File: src/rtl/flash_access_pkg.sv
// Constants, register map and state type of the self-programming flash access block.
// Assumes a 10 MHz pclk and a 32-bit APB register bus.
package flash_access_pkg;

    // Register byte offsets.
    localparam logic [7:0] OFF_ADDR_LOW = 8'h00;
    localparam logic [7:0] OFF_ADDR_HIGH = 8'h04;
    localparam logic [7:0] OFF_DATA_LOW = 8'h08;
    localparam logic [7:0] OFF_DATA_HIGH = 8'h0C;
    localparam logic [7:0] OFF_ACCESS_CTRL = 8'h10;
    localparam logic [7:0] OFF_UNLOCK = 8'h14;
    localparam logic [7:0] OFF_STATUS = 8'h18;

    // Field positions in the access control register.
    localparam int BIT_RD_TRIG = 0;
    localparam int BIT_WR_TRIG = 1;
    localparam int BIT_WEL = 2;
    localparam int BIT_SPACE = 7;
    // Field position of the write done flag in the status register.
    localparam int BIT_DONE = 0;

    // Field widths and reset values.
    localparam int ADDR_LOW_W = 8;
    localparam int ADDR_HIGH_W = 5;
    localparam int DATA_LOW_W = 8;
    localparam int DATA_HIGH_W = 6;
    localparam int WORD_W = DATA_HIGH_W + DATA_LOW_W;
    localparam int ADDR_W = ADDR_HIGH_W + ADDR_LOW_W;
    localparam logic CTRL_RESET = 1'b0;

    // Unlock keys.
    localparam logic [7:0] UNLOCK_KEY1 = 8'h55;
    localparam logic [7:0] UNLOCK_KEY2 = 8'hAA;

    // Timing.
    localparam int CLK_PERIOD_NS = 100;
    localparam int INSTR_CYCLE_NS = 100;
    localparam int FETCH_INSTR = 2;
    localparam int SETUP_INSTR = 2;
    localparam int EE_READ_INSTR = 1;
    localparam int FETCH_CLKS = (FETCH_INSTR * INSTR_CYCLE_NS + CLK_PERIOD_NS - 1) / CLK_PERIOD_NS;
    localparam int SETUP_CLKS = (SETUP_INSTR * INSTR_CYCLE_NS + CLK_PERIOD_NS - 1) / CLK_PERIOD_NS;
    localparam int EE_READ_CLKS =
        (EE_READ_INSTR * INSTR_CYCLE_NS + CLK_PERIOD_NS - 1) / CLK_PERIOD_NS;
    localparam int TIMER_W = 24;

    // Sequencer states.
    typedef enum logic [1:0] {ST_IDLE, ST_FETCH, ST_SETUP, ST_WRITE} op_state_t;

endpackage

File: src/rtl/unlock_if.sv
// Interface between the control logic and the unlock sequence tracker.
// Assumes both ends run on pclk.
`timescale 1ns/1ps
interface unlock_if;
    logic key_wr;
    logic [7:0] key;
    logic other_wr;
    logic take;
    logic armed;

    modport tracker (input key_wr, input key, input other_wr, input take, output armed);
    modport ctl (output key_wr, output key, output other_wr, output take, input armed);
endinterface

File: src/rtl/cycle_timer.sv
// Down-counter that times one phase of a flash operation.
// Assumes load is a single-cycle pulse on pclk.
`timescale 1ns/1ps
module cycle_timer #(
    parameter int W = 24
) (
    input wire logic pclk,
    input wire logic presetn,
    input wire logic load,
    input wire logic [W-1:0] count,
    output logic done
);
    logic [W-1:0] cnt_q;
    logic [W-1:0] cnt_d;

    // Loads the phase length and counts it down to zero, where it holds.
    always_comb begin
        cnt_d = cnt_q;
        if (load) begin
            cnt_d = count;
        end else if (cnt_q != '0) begin
            cnt_d = cnt_q - 1'b1;
        end
    end

    // Registers the count.
    always_ff @(posedge pclk or negedge presetn) begin
        if (!presetn) begin
            cnt_q <= '0;
        end else begin
            cnt_q <= cnt_d;
        end
    end

    // The phase ends in the last counted cycle.
    assign done = (cnt_q == W'(1));
endmodule // cycle_timer

File: src/rtl/flash_access.sv
// Self-programming access to program flash and data EEPROM behind an APB register file.
// Assumes the flash array answers a read within the fetch time on the same pclk.
//
// Behaviour
// - A program read uses two instruction cycles, then the word sits in the data pair.
// - The data pair keeps its word until a new read or a firmware write.
// - Operations go to program flash only while the space select bit is set.
// - A program write stalls the processor; the clock and peripherals keep running.
// - For a program write, execution stops after the second setup cycle and resumes when the write ends.
// - A clear write-protect configuration bit blocks every program flash write.
// - The write trigger needs the enable latch set by an earlier access.
// - Clearing the enable latch during a write does not abort it.
// - Each write needs 55h then AAh to the unlock register, then the trigger.
// - The trigger is followed by two instruction cycles of write setup.
// - A write stores the 14-bit word of the data pair at the addressed location.
// - A finished write clears the trigger and sets the sticky done flag.
// - No automatic verify; firmware reads back to check.
// - Reset clears the enable latch; a running power-up timer blocks writes.
// - A clear space select bit directs operations to the data EEPROM.
// - The unlock register stores nothing; it only receives the keys.
//
// The register addresses and register access over APB were decided locally.
`timescale 1ns/1ps
module flash_access
    import flash_access_pkg::*;
#(
    parameter int WRITE_TIME_NS = 4000000,
    parameter int WRITE_CLKS = (WRITE_TIME_NS + CLK_PERIOD_NS - 1) / CLK_PERIOD_NS
) (
    input wire logic pclk,
    input wire logic presetn,
    input wire logic psel,
    input wire logic penable,
    input wire logic pwrite,
    input wire logic [7:0] paddr,
    input wire logic [31:0] pwdata,
    output logic [31:0] prdata,
    output logic pready,
    output logic pslverr,
    input wire logic program_write_protect,
    input wire logic powerup_timer_running,
    output logic [ADDR_W-1:0] flash_addr,
    output logic [WORD_W-1:0] flash_wdata,
    input wire logic [WORD_W-1:0] flash_rdata,
    output logic flash_prog_space,
    output logic flash_rd,
    output logic flash_wr,
    output logic cpu_stall
);
    // Decodes whether an offset is a mapped register.
    function automatic logic is_mapped(input logic [7:0] a);
        return a == OFF_ADDR_LOW || a == OFF_ADDR_HIGH || a == OFF_DATA_LOW ||
               a == OFF_DATA_HIGH || a == OFF_ACCESS_CTRL || a == OFF_UNLOCK ||
               a == OFF_STATUS;
    endfunction

    // Tells whether the processor is held in a given state.
    function automatic logic holds_cpu(input op_state_t s, input logic prog);
        return s == ST_FETCH || (s == ST_WRITE && prog);
    endfunction

    logic [1:0] wp_sync_q, pwrt_sync_q;
    logic [ADDR_LOW_W-1:0] addr_low_q, addr_low_d;
    logic [ADDR_HIGH_W-1:0] addr_high_q, addr_high_d;
    logic [DATA_LOW_W-1:0] data_low_q, data_low_d;
    logic [DATA_HIGH_W-1:0] data_high_q, data_high_d;
    logic space_q, space_d, wel_q, wel_d, rd_q, rd_d, wr_q, wr_d, done_q, done_d;
    logic op_prog_q, op_prog_d;
    op_state_t state_q, state_d;
    logic pready_q, pready_d, pslverr_q, pslverr_d;
    logic [31:0] prdata_q, prdata_d;
    logic flash_rd_q, flash_rd_d, flash_wr_q, flash_wr_d, stall_q, stall_d;
    logic wr_fire, start_read, start_write, write_ok, tmr_load, tmr_done;
    logic [TIMER_W-1:0] tmr_count;

    unlock_if unl ();

    unlock_tracker u_unlock (
        .pclk(pclk),
        .presetn(presetn),
        .u(unl)
    );

    cycle_timer #(.W(TIMER_W)) u_timer (
        .pclk(pclk),
        .presetn(presetn),
        .load(tmr_load),
        .count(tmr_count),
        .done(tmr_done)
    );

    // Brings the two asynchronous level inputs onto pclk.
    always_ff @(posedge pclk or negedge presetn) begin
        if (!presetn) begin
            wp_sync_q <= 2'h0;
            pwrt_sync_q <= 2'h3;
        end else begin
            wp_sync_q <= {wp_sync_q[0], program_write_protect};
            pwrt_sync_q <= {pwrt_sync_q[0], powerup_timer_running};
        end
    end

    // A write takes effect at the edge where pready is sampled high.
    assign wr_fire = psel && penable && pready_q && pwrite;

    // Unlock keys go to the tracker only; no storage stands behind the register.
    assign unl.key_wr = wr_fire && paddr == OFF_UNLOCK;
    assign unl.key = pwdata[7:0];
    assign unl.other_wr = wr_fire && paddr != OFF_UNLOCK && !start_write;
    assign unl.take = start_write;

    // Write is allowed only with keys, an earlier latch, protection open for program space and timer ended.
    assign write_ok = unl.armed && wel_q &&
                      !(space_q && !wp_sync_q[1]) &&
                      !pwrt_sync_q[1];
    assign start_write = wr_fire && paddr == OFF_ACCESS_CTRL && pwdata[BIT_WR_TRIG] &&
                         state_q == ST_IDLE && write_ok;
    assign start_read = wr_fire && paddr == OFF_ACCESS_CTRL && pwdata[BIT_RD_TRIG] &&
                        !pwdata[BIT_WR_TRIG] && state_q == ST_IDLE;

    // Register file next values and the operation sequencer.
    always_comb begin
        addr_low_d = addr_low_q;
        addr_high_d = addr_high_q;
        data_low_d = data_low_q;
        data_high_d = data_high_q;
        space_d = space_q;
        wel_d = wel_q;
        rd_d = rd_q;
        wr_d = wr_q;
        done_d = done_q;
        op_prog_d = op_prog_q;
        state_d = state_q;
        flash_rd_d = 1'b0;
        flash_wr_d = flash_wr_q;
        tmr_load = 1'b0;
        tmr_count = '0;
        if (wr_fire) begin
            unique case (paddr)
                OFF_ADDR_LOW: addr_low_d = pwdata[ADDR_LOW_W-1:0];
                OFF_ADDR_HIGH: addr_high_d = pwdata[ADDR_HIGH_W-1:0];
                OFF_DATA_LOW: data_low_d = pwdata[DATA_LOW_W-1:0];
                OFF_DATA_HIGH: data_high_d = pwdata[DATA_HIGH_W-1:0];
                OFF_ACCESS_CTRL: begin
                    space_d = pwdata[BIT_SPACE];
                    wel_d = pwdata[BIT_WEL];
                end
                OFF_STATUS: begin
                    if (pwdata[BIT_DONE]) begin
                        done_d = 1'b0;
                    end
                end
                default: ;
            endcase
        end
        unique case (state_q)
            ST_IDLE: begin
                if (start_write) begin
                    wr_d = 1'b1;
                    op_prog_d = space_q;
                    state_d = ST_SETUP;
                    tmr_load = 1'b1;
                    tmr_count = TIMER_W'(SETUP_CLKS);
                end else if (start_read) begin
                    rd_d = 1'b1;
                    op_prog_d = space_q;
                    state_d = ST_FETCH;
                    flash_rd_d = 1'b1;
                    tmr_load = 1'b1;
                    tmr_count = space_q ? TIMER_W'(FETCH_CLKS) : TIMER_W'(EE_READ_CLKS);
                end
            end
            ST_FETCH: begin
                if (tmr_done) begin
                    data_low_d = flash_rdata[DATA_LOW_W-1:0];
                    if (op_prog_q) begin
                        data_high_d = flash_rdata[WORD_W-1:DATA_LOW_W];
                    end
                    rd_d = 1'b0;
                    state_d = ST_IDLE;
                end
            end
            ST_SETUP: begin
                if (tmr_done) begin
                    flash_wr_d = 1'b1;
                    state_d = ST_WRITE;
                    tmr_load = 1'b1;
                    tmr_count = TIMER_W'(WRITE_CLKS);
                end
            end
            ST_WRITE: begin
                if (tmr_done) begin
                    flash_wr_d = 1'b0;
                    wr_d = 1'b0;
                    done_d = 1'b1;
                    state_d = ST_IDLE;
                end
            end
        endcase
        // A stored word is never compared with the array; software reads back.
    end

    // Stalls the processor and the bus while fetching or programming flash.
    assign stall_d = holds_cpu(state_d, op_prog_d);

    // APB answer: one wait cycle, then ready unless the processor is held.
    always_comb begin
        pready_d = psel && penable && !pready_q && !holds_cpu(state_q, op_prog_q);
        pslverr_d = pready_d && !is_mapped(paddr);
        prdata_d = prdata_q;
        if (pready_d) begin
            unique case (paddr)
                OFF_ADDR_LOW: prdata_d = 32'(addr_low_q);
                OFF_ADDR_HIGH: prdata_d = 32'(addr_high_q);
                OFF_DATA_LOW: prdata_d = 32'(data_low_q);
                OFF_DATA_HIGH: prdata_d = 32'(data_high_q);
                OFF_ACCESS_CTRL: prdata_d = 32'({space_q, 4'h0, wel_q, wr_q, rd_q});
                OFF_STATUS: prdata_d = 32'(done_q);
                default: prdata_d = 32'h0000_0000;
            endcase
        end
    end

    // Registers all state; reset clears the enable latch.
    always_ff @(posedge pclk or negedge presetn) begin
        if (!presetn) begin
            addr_low_q <= '0;
            addr_high_q <= '0;
            data_low_q <= '0;
            data_high_q <= '0;
            space_q <= CTRL_RESET;
            wel_q <= CTRL_RESET;
            rd_q <= CTRL_RESET;
            wr_q <= CTRL_RESET;
            done_q <= CTRL_RESET;
            op_prog_q <= CTRL_RESET;
            state_q <= ST_IDLE;
            pready_q <= 1'b0;
            pslverr_q <= 1'b0;
            prdata_q <= 32'h0000_0000;
            flash_rd_q <= 1'b0;
            flash_wr_q <= 1'b0;
            stall_q <= 1'b0;
        end else begin
            addr_low_q <= addr_low_d;
            addr_high_q <= addr_high_d;
            data_low_q <= data_low_d;
            data_high_q <= data_high_d;
            space_q <= space_d;
            wel_q <= wel_d;
            rd_q <= rd_d;
            wr_q <= wr_d;
            done_q <= done_d;
            op_prog_q <= op_prog_d;
            state_q <= state_d;
            pready_q <= pready_d;
            pslverr_q <= pslverr_d;
            prdata_q <= prdata_d;
            flash_rd_q <= flash_rd_d;
            flash_wr_q <= flash_wr_d;
            stall_q <= stall_d;
        end
    end

    // Outputs come straight from flip-flops.
    assign prdata = prdata_q;
    assign pready = pready_q;
    assign pslverr = pslverr_q;
    assign flash_addr = {addr_high_q, addr_low_q};
    assign flash_wdata = {data_high_q, data_low_q};
    assign flash_prog_space = op_prog_q;
    assign flash_rd = flash_rd_q;
    assign flash_wr = flash_wr_q;
    assign cpu_stall = stall_q;

    // Checks on the guarded behaviour; the unlock, protect and power-up checks look at the rise of the registered busy bit.
    chk_unlock_needed: assert property (@(posedge pclk) disable iff (!presetn)
        $rose(wr_q) |-> $past(unl.armed) && $past(wel_q))
        else $error("write started without unlock and earlier latch");
    chk_same_access_latch: assert property (@(posedge pclk) disable iff (!presetn)
        (wr_fire && paddr == OFF_ACCESS_CTRL && pwdata[BIT_WR_TRIG] && !wel_q)
        |=> state_q == ST_IDLE)
        else $error("trigger with latch set in same access started a write");
    chk_protect_blocks: assert property (@(posedge pclk) disable iff (!presetn)
        ($rose(wr_q) && op_prog_q) |-> $past(wp_sync_q[1]))
        else $error("program write started while protected");
    chk_powerup_blocks: assert property (@(posedge pclk) disable iff (!presetn)
        $rose(wr_q) |-> !$past(pwrt_sync_q[1]))
        else $error("write started while power-up timer runs");
    chk_fetch_two: assert property (@(posedge pclk) disable iff (!presetn)
        (start_read && space_q) |=> state_q == ST_FETCH [*2] ##1 state_q == ST_IDLE)
        else $error("program fetch did not take two cycles");
    chk_setup_two: assert property (@(posedge pclk) disable iff (!presetn)
        start_write |=> state_q == ST_SETUP [*2] ##1 (state_q == ST_WRITE && flash_wr))
        else $error("write setup did not take two cycles");
    chk_data_hold: assert property (@(posedge pclk) disable iff (!presetn)
        (state_q != ST_FETCH && !(wr_fire && paddr == OFF_DATA_LOW)) |=> $stable(data_low_q))
        else $error("data low changed without read or firmware write");
    chk_write_stalls: assert property (@(posedge pclk) disable iff (!presetn)
        (state_q == ST_WRITE && op_prog_q) |-> cpu_stall && !pready)
        else $error("processor not held during program write");
    chk_latch_no_abort: assert property (@(posedge pclk) disable iff (!presetn)
        (state_q == ST_WRITE && !tmr_done) |=> state_q == ST_WRITE && wr_q)
        else $error("write ended before its time");
    chk_done_flag: assert property (@(posedge pclk) disable iff (!presetn)
        (state_q == ST_WRITE && tmr_done) |=> done_q && !wr_q && !flash_wr)
        else $error("write end did not set done and clear trigger");

    cov_prog_read: cover property (@(posedge pclk) disable iff (!presetn)
        start_read && space_q);
    cov_prog_write: cover property (@(posedge pclk) disable iff (!presetn)
        start_write && space_q);
    cov_refused_trigger: cover property (@(posedge pclk) disable iff (!presetn)
        wr_fire && paddr == OFF_ACCESS_CTRL && pwdata[BIT_WR_TRIG] && !write_ok);
endmodule // flash_access

File: src/rtl/unlock_tracker.sv
// Tracks the two-byte unlock sequence written to the unlock register.
// Assumes one strobe per completed bus write, all on pclk.
`timescale 1ns/1ps
module unlock_tracker
    import flash_access_pkg::*;
(
    input wire logic pclk,
    input wire logic presetn,
    unlock_if.tracker u
);
    logic [1:0] stage_q;
    logic [1:0] stage_d;

    // Any other write, a wrong key or a consumed trigger restarts the sequence.
    always_comb begin
        stage_d = stage_q;
        if (u.take || u.other_wr) begin
            stage_d = 2'h0;
        end else if (u.key_wr) begin
            if (u.key == UNLOCK_KEY1) begin
                stage_d = 2'h1;
            end else if (u.key == UNLOCK_KEY2 && stage_q == 2'h1) begin
                stage_d = 2'h2;
            end else begin
                stage_d = 2'h0;
            end
        end
    end

    // Registers the sequence stage.
    always_ff @(posedge pclk or negedge presetn) begin
        if (!presetn) begin
            stage_q <= 2'h0;
        end else begin
            stage_q <= stage_d;
        end
    end

    assign u.armed = (stage_q == 2'h2);
endmodule // unlock_tracker

File: config.mk
export PLATFORM = sky130hd
export DESIGN_NAME = flash_access
export DESIGN_NICKNAME = d
export VERILOG_FILES = /design/src/rtl/flash_access_pkg.sv /design/src/rtl/unlock_if.sv /design/src/rtl/cycle_timer.sv /design/src/rtl/flash_access.sv /design/src/rtl/unlock_tracker.sv
export SDC_FILE = /design/constraint.sdc
export NUM_CORES = 1
export LEC_CHECK = 0
export ABC_AREA = 1
export CORE_ASPECT_RATIO = 1.1
export CORE_MARGIN = 2
export CORE_UTILIZATION = 30
export CTS_CLUSTER_SIZE = 12
export DETAILED_ROUTE_END_ITERATION = 6
export DONT_BUFFER_PORTS = 1
export REMOVE_ABC_BUFFERS = 1
export SLEW_MARGIN = 20
export SYNTH_ARGS = -nofsm -noshare
export SYNTH_HDL_FRONTEND = slang
export SYNTH_SLANG_ARGS = --single-unit
File: constraint.sdc
create_clock -name pclk -period 2 [get_ports pclk]
set_input_delay 0.2 -clock pclk [delete_from_list [all_inputs] [get_ports pclk]]
set_output_delay 0.2 -clock pclk [all_outputs]
set_load 0.005 [all_outputs]
==> impl_metrics.ini <==
[placed_design]
post-place-ws_ps = 164.5
numPortBuffers = 0
place.gp.congestion = 0.8270
hpwl_um = 8313

[power]
pwr-share-clk = 0.512
ir_drop_v = 0.0003617
p_total_mw = 3.536
seqPwrFrac = 0.456
combPwrFrac = 0.032
leakage_nw = 2.472
switching_share = 0.2206
powerDensity_nw_per_um2 = 698.0
p_switching_mw = 0.7800
intPower_mw = 2.756

[floorplan]
pin_count = 126
row_count = 46
dieArea_um2 = 15680
core-area_um2 = 14390
initial_core_util = 0.3063
die_h_um = 131.1
die_w_um = 119.6

[clock_network]
htree_levels = 3
clock_latency_ps = 340
cts_tree = yes
clockBufferDepth = 2
cts-root-buf = clkbuf_16
cts_setup_buffers = 0
cts.sinks = 78
ctsHoldBuffers = 18
clk_pin_slew_ps = 60
cts_buffers = 9

[drt]
wl_per_cell_um = 13.73
first_iter_violations = 174
totalWireLength_um = 10930
vias = 3570
vias_per_cell = 4.485
route.detailed.drc = 0
postRouteAntennaNets = 0
firstDrtPassIters = 4

[final_layout]
drive_gt1_frac = 0.1225
fill_cells = 1550
diodes = 0
area_growth_pct = 14.96
nets = 663

[worst_setup_path]
critPathLaunch = u_timer.cnt_q[17]$_DFFE_PN0P_
crit_path_end_kind = register
required_ps = 2220
cp-start-kind = register
crit_fanout = 14
worst_path_max_delay_cell = dfrtp_1
reg2reg_slack_ps = 190
crit_type = reg2reg
r2r_start = u_timer.cnt_q[17]$_DFFE_PN0P_
cp_data_arrival_time_ps = 2030
worstPathCellList = nor2_2 > nand2_1 > nor2_2 > nand3_2 > inv_2 > nand2_1 > nand2_2 > nand2_4 > inv_4 > nor2_1
max_stage_delay_ps = 420

[status]
status = complete, but fails checks
violations = negative hold slack

[grt]
grt.overflow.total = 0
grt_pass1_wl_um = 18160
grt_pass1_vias = 3477
antenna_found_initial = 0
track_usage = 0.1474
grt_start_max_net_pins = 79

[synthesis]
synth_seq_area_share = 0.4435
synthCells = 570
syn_area_um2 = 4407
yosysUniqueCellTypes = 39
ys_ff_latch = 78
yosysMostFrequentCell = nand2_1
netlist.area_leader.share = 0.4316
async_flop_share = 1.000
syn_avg_cell_area_um2 = 7.731
yosys-top-cells-area = dfrtp_1 (43%), nand2_1 (14%), nor2_1 (5.1%)
synth_common_cells = nand2_1 (170), dfrtp_1 (76), nor2_1 (60)
synth_edf_count = 0
ys.flop_type = dfrtp_1
synth_warnings = 0
yosys.area.top_type = dfrtp_1

[timing]
hold_slack_ps = -446.4
setup_viol = 0
fin_ws_ps = 191.5
hold_viol = 78
fin_crit_sh = 0.9042
fin_tns_setup_ps = 0
fmax_mhz = 553.0
fin_skew_ps = 7.417
period_needed_ps = 1808
finalMaxSlewViolations = 0
rsz0062_at_grt = no

[run]
max_cap_violations = 0

[min_path]
hold_path_class = in2async
-- path summary, 6_finish.rpt --
kind / depth (start not counted) / end
setup / recovery: 10 / u_timer.cnt_q[21]$_DFFE_PN0P_
hold / removal: 0 / u_timer.cnt_q[10]$_DFFE_PN0P_
setup reg to reg: 10 / u_timer.cnt_q[21]$_DFFE_PN0P_
hold reg to reg: 0 / wp_sync_q[1]$_DFF_PN0_
max in group asynchronous: 0 / pwrt_sync_q[0]$_DFF_PN1_
min in group pclk: 3 / u_unlock.stage_q[1]$_DFFE_PN0P_
-- cell type report --
type / count / area (um^2) / share of cell area
clock buffers: 9 / 225.2 / 0.04446
clock inverters: 7 / 105.1 / 0.02075
inverters: 60 / 240.2 / 0.04742
multi-input cells: 425 / 2068 / 0.4082
flip-flops and latches: 78 / 1954 / 0.3858
well taps: 192 / 240.2 / 0.04742
repair buffers: 25 / 232.7 / 0.04594
-- registers in the layout (all words and copies together) (netlist names) --
name / cells
u_timer.cnt_q: 24
addr_low_q: 8
data_low_q: 8
prdata: 8
data_high_q: 6
addr_high_q: 5
pwrt_sync_q: 2
state_q: 2
u_unlock.stage_q: 2
wp_sync_q: 2
cpu_stall: 1
done_q: 1
flash_prog_space: 1
flash_rd: 1
flash_wr: 1
pready: 1
pslverr: 1
rd_q: 1
space_q: 1
wel_q: 1
wr_q: 1
-- layout by cell type (no fill, tap or decap), types with 9 or more instances in the layout --
cell	count
nand2_1	169
dfrtp_1	76
nor2_1	60
inv_1	52
o21ai_0	43
nand3_1	32
conb_1	24
nor2_2	19
dlygate4sd3_1	18
xor2_1	10
clkbuf_16	9
-- critical path, delay by kind of cell, from the launching register on --
| kind | cells | cell delay (ps) |
|---|---|---|
| flip-flops | 1 | 420 |
| AND/OR/NAND/NOR | 8 | 970 |
| buffers and inverters | 2 | 280 |
-- per-layer routing --
layer	global-route usage	part of all wire	up-vias
li1	-	-	1835
met1	0.1722	0.41	1620
met3	0.06076	0.086	11
met4	0.03987	0.013	0
met2	0.2486	0.49	104
met5	0	0	-
-- power groups by stage --
stage / Sequential (mW) / Combinational (mW) / Clock (mW)
after CTS: 1.61 / 0.113 / 1.86
after global placement: 1.64 / 0.0825 / 0
after detailed placement: 1.64 / 0.0840 / 0
after floorplan: 1.64 / 0.0625 / 0
final: 1.61 / 0.113 / 1.81
after global routing: 1.62 / 0.128 / 1.91
-- logic make-up (layout without fill, tap and decap cells) --
family	count (synthesis)	count (layout)	share of synthesized area
xor+xnor	10	10	0.01987
flops	78	78	0.4435
compound gates	71	71	0.09058
buf+inv	90	101	0.1079
other cells	1	24	0.0008510
fa+ha+maj	3	3	0.008519
simple gates	317	317	0.3288
-- stage by stage --
stage          std cells  cell area, um^2  utilization
3_3_place_gp         762             4551       0.3163
5_1_grt              796             5066       0.3521
4_1_cts              796             5061       0.3517
6_report             796             5066       0.3521
2_1_floorplan        563             4258            -
3_5_place_dp         762             4551       0.3163
-- timing repair --
action	CTS	global route
hold endpoints to repair	96	78
setup endpoints to repair	0	8
resized for setup	0	2
Note: power is estimated with default switching activity, not from simulation.
